**src/ebc_map.vh**
```
// Purpose: Constants for the external bus and control pin block.
// Assumes: Included by bare name from the design files.
// Notes: Ratios count crystal periods per internal bus cycle.
`ifndef EBC_MAP_VH
`define EBC_MAP_VH

// Crystal periods per internal cycle for each clock input mode.
`define EBC_RATIO_DIRECT 3'h1
`define EBC_RATIO_FAST 3'h2
`define EBC_RATIO_SLOW 3'h4

// Reset vector location in external memory.
`define EBC_VECTOR_LO 16'hfffc
`define EBC_VECTOR_HI 16'hfffd

// Start-up sequencer states.
`define EBC_ST_HOLD 2'h0
`define EBC_ST_VLO 2'h1
`define EBC_ST_VHI 2'h2
`define EBC_ST_RUN 2'h3

// Kind of the bus cycle in progress.
`define EBC_CY_IDLE 2'h0
`define EBC_CY_CPU 2'h1
`define EBC_CY_VLO 2'h2
`define EBC_CY_VHI 2'h3

`endif

```
**src/ebc_sync_edge.v**
```verilog
// Purpose: Two-stage synchroniser with registered edge pulses.
// Assumes: One clock; synchronous active-high reset.
// Notes: The first stage feeds only the second stage.
`timescale 1ns/10ps
`default_nettype none

module ebc_sync_edge #(
	parameter RESET_LEVEL = 1'b1
) (
	// Clock and reset
	input wire sys_clk,
	input wire srst,
	// Raw input
	input wire pinIn,
	// Synchronised level and edge pulses
	output reg level,
	output reg rise,
	output reg fall
);

reg stage1;
reg stage2;

always @(posedge sys_clk) begin
	if (srst) begin
		stage1 <= RESET_LEVEL;
		stage2 <= RESET_LEVEL;
		level <= RESET_LEVEL;
		rise <= 1'b0;
		fall <= 1'b0;
	end else begin
		stage1 <= pinIn;
		stage2 <= stage1;
		level <= stage2;
		rise <= stage2 & ~level;
		fall <= ~stage2 & level;
	end
end

endmodule // ebc_sync_edge

`default_nettype wire

```
**src/ebc_bus_pins.v**
```verilog
// Purpose: Expansion bus and control pins of a one-chip 8-bit computer.
// Assumes: CPU side issues one request per bus cycle through a slot.
// Notes: Bus cycles are paced by crystal edges, not by sys_clk.
//
// Contract
// - Read/write line high in bus reads, low in bus writes.
// - Opcode-fetch marker high for the whole fetch cycle, low otherwise.
// - Falling edge on the interrupt pin requests a non-maskable interrupt.
// - Address bits 0-12 and 15 on own lines; 13, 14 on port C.
// - Phase-two clock output runs at the internal cycle rate.
// - Grounded crystal output: direct clock; floating: four or two times.
// - Eight-bit data bus driven on writes, sampled on reads.
// - Port D is wholly input or wholly output.
// - After reset, fetch the start address from the reset vector.
`timescale 1ns/10ps
`default_nettype none
`include "ebc_map.vh"

module ebc_bus_pins (
	// Clock and reset
	input wire sys_clk,
	input wire srst,
	// Straps and clock input
	input wire crystalOutGnd,
	input wire fastPart,
	input wire crystalInput,
	// Control pins
	input wire deviceInitInput_n,
	input wire nmiInput_n,
	// CPU-side request slot
	input wire reqValid,
	input wire [15:0] reqAddr,
	input wire reqWrite,
	input wire [7:0] reqData,
	input wire reqFetch,
	input wire wideMode,
	output reg reqReady,
	// CPU-side answers
	output reg [7:0] rdData,
	output reg rdValid,
	output reg [15:0] vectorAddr,
	output reg vectorValid,
	output reg nmiRequest,
	// Bus pins
	output reg [13:0] addressOutLines,
	output reg readWrite,
	output reg syncOut,
	output reg phaseTwo,
	input wire [7:0] externalDataLinesIn,
	output reg [7:0] externalDataLinesOut,
	output reg [7:0] externalDataLinesOe,
	// Port C upper bits
	input wire [1:0] portCUserOut,
	input wire [1:0] portCUserOe,
	output reg portCBitSixOut,
	output reg portCBitSixOe,
	output reg portCBitSevenOut,
	output reg portCBitSevenOe,
	// Port D
	input wire portDirOut,
	input wire [7:0] portDUser,
	input wire [7:0] portDLinesIn,
	output reg [7:0] portDLinesOut,
	output reg [7:0] portDLinesOe,
	output reg [7:0] portDRead
);

// Last crystal-edge index of a bus cycle: two edges per crystal period.
function [2:0] lastPhase;
	input [2:0] ratio;
	begin
		lastPhase = {ratio[1:0], 1'b0} - 3'h1;
	end
endfunction

// Index at which phase two rises: halfway through the cycle.
function [2:0] halfPhase;
	input [2:0] ratio;
	begin
		halfPhase = ratio;
	end
endfunction

wire xtalRise;
wire xtalFall;
wire nmiFall;
wire initLevel;

ebc_sync_edge #(.RESET_LEVEL(1'b0)) xtalSync (
	.sys_clk(sys_clk),
	.srst(srst),
	.pinIn(crystalInput),
	.level(),
	.rise(xtalRise),
	.fall(xtalFall)
);

ebc_sync_edge #(.RESET_LEVEL(1'b1)) nmiSync (
	.sys_clk(sys_clk),
	.srst(srst),
	.pinIn(nmiInput_n),
	.level(),
	.rise(),
	.fall(nmiFall)
);

ebc_sync_edge #(.RESET_LEVEL(1'b0)) initSync (
	.sys_clk(sys_clk),
	.srst(srst),
	.pinIn(deviceInitInput_n),
	.level(initLevel),
	.rise(),
	.fall()
);

reg [2:0] ratio;
reg [2:0] phase;
reg [1:0] seqState;
reg [1:0] cycKind;
reg cycWrite;
reg cycWide;
reg [15:0] cycAddr;
reg pendValid;
reg [15:0] pendAddr;
reg pendWrite;
reg [7:0] pendData;
reg pendFetch;
reg pendWide;

wire xtalEdge = xtalRise | xtalFall;
wire boundary = xtalEdge & (phase == lastPhase(ratio));
wire midpoint = xtalEdge & (phase == halfPhase(ratio) - 3'h1);
wire startCpu = boundary & (seqState == `EBC_ST_RUN) & pendValid;
wire takeReq = reqValid & reqReady;
wire next_pendValid = (pendValid & ~startCpu) | takeReq;

always @(posedge sys_clk) begin
	if (srst) begin
		// Strap sampled while reset is held; grounded output means direct.
		if (crystalOutGnd) begin
			ratio <= `EBC_RATIO_DIRECT;
		end else if (fastPart) begin
			ratio <= `EBC_RATIO_FAST;
		end else begin
			ratio <= `EBC_RATIO_SLOW;
		end
		phase <= 3'h0;
		phaseTwo <= 1'b0;
		seqState <= `EBC_ST_HOLD;
		cycKind <= `EBC_CY_IDLE;
		cycWrite <= 1'b0;
		cycWide <= 1'b0;
		cycAddr <= 16'h0000;
		pendValid <= 1'b0;
		pendAddr <= 16'h0000;
		pendWrite <= 1'b0;
		pendData <= 8'h00;
		pendFetch <= 1'b0;
		pendWide <= 1'b0;
		reqReady <= 1'b0;
		rdData <= 8'h00;
		rdValid <= 1'b0;
		vectorAddr <= 16'h0000;
		vectorValid <= 1'b0;
		nmiRequest <= 1'b0;
		addressOutLines <= 14'h0000;
		readWrite <= 1'b1;
		syncOut <= 1'b0;
		externalDataLinesOut <= 8'h00;
		externalDataLinesOe <= 8'h00;
		portCBitSixOut <= 1'b0;
		portCBitSixOe <= 1'b0;
		portCBitSevenOut <= 1'b0;
		portCBitSevenOe <= 1'b0;
		portDLinesOut <= 8'h00;
		portDLinesOe <= 8'h00;
		portDRead <= 8'h00;
	end else begin
		rdValid <= 1'b0;
		vectorValid <= 1'b0;
		nmiRequest <= nmiFall;
		// One direction input fans out to all eight lines.
		portDLinesOe <= {8{portDirOut}};
		portDLinesOut <= portDUser;
		portDRead <= portDLinesIn;
		if (xtalEdge) begin
			phase <= boundary ? 3'h0 : phase + 3'h1;
		end
		if (midpoint) begin
			phaseTwo <= 1'b1;
			if (cycWrite) begin
				externalDataLinesOe <= 8'hff;
			end
		end
		// Upper port C bits follow the user unless borrowed for address.
		if (cycWide) begin
			portCBitSixOut <= cycAddr[13];
			portCBitSevenOut <= cycAddr[14];
			portCBitSixOe <= 1'b1;
			portCBitSevenOe <= 1'b1;
		end else begin
			portCBitSixOut <= portCUserOut[0];
			portCBitSevenOut <= portCUserOut[1];
			portCBitSixOe <= portCUserOe[0];
			portCBitSevenOe <= portCUserOe[1];
		end
		if (takeReq) begin
			pendAddr <= reqAddr;
			pendWrite <= reqWrite;
			pendData <= reqData;
			pendFetch <= reqFetch;
			pendWide <= wideMode;
		end
		pendValid <= next_pendValid;
		reqReady <= (seqState == `EBC_ST_RUN) & ~next_pendValid;
		if (boundary) begin
			phaseTwo <= 1'b0;
			externalDataLinesOe <= 8'h00;
			// Read data is caught as phase two falls.
			case (cycKind)
			`EBC_CY_CPU: begin
				if (!cycWrite) begin
					rdData <= externalDataLinesIn;
					rdValid <= 1'b1;
				end
			end
			`EBC_CY_VLO: begin
				vectorAddr[7:0] <= externalDataLinesIn;
			end
			`EBC_CY_VHI: begin
				vectorAddr[15:8] <= externalDataLinesIn;
				vectorValid <= 1'b1;
			end
			default: begin
			end
			endcase
			// Next cycle: address and direction go out at its very start.
			cycWrite <= 1'b0;
			readWrite <= 1'b1;
			syncOut <= 1'b0;
			cycWide <= 1'b0;
			cycKind <= `EBC_CY_IDLE;
			case (seqState)
			`EBC_ST_HOLD: begin
				// Start-up waits for the init pin to be released high.
				if (initLevel) begin
					seqState <= `EBC_ST_VLO;
				end
			end
			`EBC_ST_VLO: begin
				cycKind <= `EBC_CY_VLO;
				cycAddr <= `EBC_VECTOR_LO;
				addressOutLines <= {1'b1, 13'h1ffc};
				seqState <= `EBC_ST_VHI;
			end
			`EBC_ST_VHI: begin
				cycKind <= `EBC_CY_VHI;
				cycAddr <= `EBC_VECTOR_HI;
				addressOutLines <= {1'b1, 13'h1ffd};
				seqState <= `EBC_ST_RUN;
			end
			`EBC_ST_RUN: begin
				if (pendValid) begin
					cycKind <= `EBC_CY_CPU;
					cycAddr <= pendAddr;
					cycWide <= pendWide;
					cycWrite <= pendWrite;
					readWrite <= ~pendWrite;
					syncOut <= pendFetch & ~pendWrite;
					externalDataLinesOut <= pendData;
					addressOutLines <= {pendAddr[15], pendAddr[12:0]};
				end
			end
			default: begin
				seqState <= `EBC_ST_HOLD;
			end
			endcase
		end
		// A low init pin forces the sequencer back to hold at once and closes the slot.
		if (!initLevel) begin
			seqState <= `EBC_ST_HOLD;
			reqReady <= 1'b0;
		end
	end
end

endmodule // ebc_bus_pins

`default_nettype wire

```
**config.mk**
```make
export PLATFORM = sky130hd
export DESIGN_NAME = ebc_bus_pins
export DESIGN_NICKNAME = d
export VERILOG_FILES = /design/src/ebc_sync_edge.v /design/src/ebc_bus_pins.v
export VERILOG_INCLUDE_DIRS = /design/src
export SDC_FILE = /design/constraint.sdc
export NUM_CORES = 1
export LEC_CHECK = 0
export BUFFER_PORTS_ARGS = -buffer_cell sky130_fd_sc_hd__buf_2
export CAP_MARGIN = 30
export CORE_MARGIN = 1
export CORE_UTILIZATION = 45
export CTS_BUF_LIST = sky130_fd_sc_hd__clkbuf_4 sky130_fd_sc_hd__clkbuf_8
export CTS_CLUSTER_DIAMETER = 150
export DETAILED_ROUTE_END_ITERATION = 12
export PLACE_DENSITY = 0.71
export SETUP_SLACK_MARGIN = 0.2
export SYNTH_ARGS = -nofsm -noshare
export SYNTH_HDL_FRONTEND = slang
export SYNTH_SLANG_ARGS = --single-unit
export TNS_END_PERCENT = 20
```
**constraint.sdc**
```tcl
create_clock -name sys_clk -period 2.9 [get_ports sys_clk]
set_input_delay 0.29 -clock sys_clk [delete_from_list [all_inputs] [get_ports sys_clk]]
set_output_delay 0.29 -clock sys_clk [all_outputs]
set_load 0.03 [all_outputs]
```
==> impl_metrics.ini <==
[outcome]
result_of_the_run = finished clean

[clock_tree]
clk_pin_slew_worst_paths_ns = 0.07
clock_path_buffers = 2
cts-htree-levels = 4
number_of_clock_buffers_inserted_by_tritoncts = 17
post_cts_setup_buffers = 0
clockRootBuffer = sky130_fd_sc_hd__clkbuf_8
ctsResizeCount = 0
insertion_delay_ns = 0.42
clock_sink_count = 129
cts_tree = built
cts_hold_buf = 0

[placed_design]
detailed_place_hpwl_mm = 6.69
gp_routability_congestion = 0.759
buffer_ports.inserted = 152
placedCellCount = 737
place_ws_ns = 0.534
placed_area_um2 = 5480

[critical_path]
endpoint_kind = flip-flop
critical_path.startpoint_type = flip-flop
cp_top_family = simple AND/OR/NAND/NOR gates
cell_depth_of_the_worst_setup_path = 6
largest_fanout_on_the_critical_path = 16
cp.buffers_inverters = 1
reg2regPathDepth = 6
required_ns = 3.21
worstSetupPathType = flip-flop to flip-flop
cpMaxStageDelayCell = sky130_fd_sc_hd__xnor2_2
worst_path_arrival_time_ns = 2.68
critical_path_s_largest_stage_delay_ns = 0.47
worstPathCellList = inv_1 > ha_1 > xnor2_2 > nor3_2 > and2_0 > a41o_1

[synthesis]
syn_avg_cell_area_um2 = 9.63
synthCells = 496
synth_seq_cells = 129
synth_warnings = 0
postSynth.asyncResetShare_pct = 0
synthFlopType = sky130_fd_sc_hd__dfxtp_1
synth_fp_nets = 567
yosys.cell_types.count = 39
synth.yosys.seq_area_share_pct = 54.7
synth_area_um2 = 4780
synth_edf_count = 3

[floorplan]
fp.dieArea_um2 = 11000
floorplan_row_count = 37
io-pin-count = 153
die_height_um = 105
design.core.area_um2 = 10300
initial_core_util_pct = 46.3
chipWidth_um = 105

[finish]
final_net_count = 691
final_cells = 769
layout.area.seq_um2 = 2610
area.growth.synth_to_final_pct = 23.6
fill_cells = 915
multi_input_comb_area_um2 = 1820
insertedDiodeCount = 0
final_non_filler_cell_area_um2 = 5900
final_layout_size_suffix_gt1_share_pct = 32.2

[grt]
vias_in_the_first_global_route = 3495
grt-ovfl-total = 0
grt_usage_pct = 18.5
grt_first_pass_wirelength_mm = 16.2
antenna_found_initial = 0
grt_max_degree = 65

[detailed_routing]
detail-route-antenna-nets = 0
drt-initial-drc-count = 147
wire_per_inst_um = 12.8
first_pass_iters = 4
route.final.wire_length_mm = 9.82
vias_per_cell = 4.85
detail_route.drc_violations = 0
via_count = 3726

[power_and_ir_drop]
p_leak_nw = 2.61
ir_drop_mv = 0.288
power_density_over_cell_area_nw_per_um2 = 610

[sta]
timing.max_slew.rel_slack_pct = 35.2
grt_setup_unrepaired = false
min_period_over_period_pct = 81.9
achievable-frequency_ghz = 0.421
final.setup.tns_ns = 0
timing.final.max_slew_violations = 0
timing_worst_slew_pin_value_ns = 0.970
hold-worst-slack_ns = 0.0500
finalWorstSetupSlack_ns = 0.525
layout_min_cycle_time_ns = 2.37
setup_viol = 0
hold_violations = 0
worst_clock_skew_ns = 0.0102

[job]
maxCapViolCount = 0

[min_path]
holdPathStages = 2
holdCritPathClass = input pin to flip-flop
## worst paths after layout
check / end / startpoint / slack (ns)
min reg2reg: nmiSync.fall / nmiSync.level / 0.40
min: nmiSync.stage1 / nmiInput_n / 0.05
max: addressOutLines[1] / ratio[0] / 0.53
max reg2reg: addressOutLines[1] / ratio[0] / 0.53
## routing by layer
| layer | track usage (%) | share of wire (%) | up-vias |
|---|---|---|---|
| li1 | - | - | 1868 |
| met3 | 6.49 | 7.5 | 10 |
| met1 | 22.9 | 45 | 1711 |
| met2 | 29.5 | 47 | 137 |
| met4 | 6.84 | 1.1 | 0 |
| met5 | 0 | 0 | - |
## state kept, by name (all words and copies together), names as in the netlist, 2 cells and up
name / cells
seqState: 2
portDLinesOut: 8
ratio: 3
pendAddr: 16
externalDataLinesOut: 8
rdData: 8
phase: 3
addressOutLines: 14
cycKind: 2
cycAddr: 2
portDRead: 8
pendData: 8
vectorAddr: 16
## cell usage after synthesis (all sizes together), types with 2 or more instances
cell type | n | area (um^2)
xnor2 | 5 | 58.8
nand2b | 2 | 12.5
a31oi | 3 | 18.8
clkbuf | 17 | 63.8
ha | 7 | 87.6
a21oi | 48 | 240
dfxtp | 126 | 2520
nand2 | 62 | 233
buf | 38 | 255
edfxtp | 3 | 90.1
mux2i | 35 | 350
or2 | 3 | 18.8
a211oi | 16 | 120
o21ai | 4 | 31.3
nor2 | 64 | 240
a22oi | 2 | 15.0
nor4 | 4 | 61.3
xor2 | 3 | 26.3
inv | 9 | 33.8
nor3 | 8 | 45.0
and2 | 2 | 12.5
nor2b | 26 | 163
## where the power goes
| part | switching, mW | internal [mW] |
|---|---|---|
| Clock | 0.661 | 0.933 |
| Sequential | 0.0104 | 1.80 |
| Combinational | 0.117 | 0.0720 |
## area by class of cell
| class | count | share of cell area, % |
|---|---|---|
| tap | 136 | 2.88 |
| multi-input combinational | 303 | 30.8 |
| sequential | 129 | 44.3 |
| timing repair buffer | 160 | 14.3 |
| clock buffer | 22 | 4.92 |
| clock inverter | 10 | 2.23 |
| inverter | 9 | 0.573 |
## per-stage QoR
stage	power, mW	utilization [%]
finish	3.60	57.2
global route	3.73	57.2
CTS	3.63	57.2
detailed placement	2.05	53.1
global placement	2.04	52.8
floorplan	1.97	-
## cell families (layout without fill, tap and decap cells)
| family | after synthesis | count (layout) | synth area share, % |
|---|---|---|---|
| multiplexers | 35 | 35 | 7.34 |
| buffers and inverters | 64 | 201 | 7.39 |
| AO/OA/AOI/OAI | 76 | 76 | 9.61 |
| AND/OR/NAND/NOR | 177 | 177 | 17.3 |
| adder cells (fa/ha/maj) | 7 | 7 | 1.83 |
| flip-flops | 129 | 129 | 54.7 |
| XOR/XNOR | 8 | 8 | 1.78 |
## worst register-to-register path: stages (launching register included)
cell	delay (ns)
sky130_fd_sc_hd__edfxtp_1	0.43
sky130_fd_sc_hd__inv_1	0.07
sky130_fd_sc_hd__ha_1	0.35
sky130_fd_sc_hd__xnor2_2	0.47
sky130_fd_sc_hd__nor3_2	0.11
sky130_fd_sc_hd__and2_0	0.47
sky130_fd_sc_hd__a41o_1	0.37
## cell usage in the layout (no fill, tap or decap), types with 2 or more instances in the layout
cell type and count:
sky130_fd_sc_hd__clkinv_2 4, sky130_fd_sc_hd__bufinv_16 3, sky130_fd_sc_hd__a22oi_1 2, sky130_fd_sc_hd__o21ai_0 3
sky130_fd_sc_hd__a211oi_1 16, sky130_fd_sc_hd__inv_1 9, sky130_fd_sc_hd__nor2_1 64, sky130_fd_sc_hd__ha_1 7
sky130_fd_sc_hd__buf_2 151, sky130_fd_sc_hd__clkbuf_4 2, sky130_fd_sc_hd__a21oi_1 48, sky130_fd_sc_hd__xnor2_1 3
sky130_fd_sc_hd__edfxtp_1 3, sky130_fd_sc_hd__nand2b_1 2, sky130_fd_sc_hd__clkbuf_8 20, sky130_fd_sc_hd__clkinvlp_4 2
sky130_fd_sc_hd__a31oi_1 3, sky130_fd_sc_hd__or2_2 3, sky130_fd_sc_hd__nand2_1 62, sky130_fd_sc_hd__nor4_4 3
sky130_fd_sc_hd__nor3_1 7, sky130_fd_sc_hd__buf_4 8, sky130_fd_sc_hd__mux2i_1 35, sky130_fd_sc_hd__xor2_1 3
sky130_fd_sc_hd__dfxtp_1 126, sky130_fd_sc_hd__xnor2_2 2, sky130_fd_sc_hd__nor2b_1 26
Note: power is estimated with default switching activity, not from simulation.
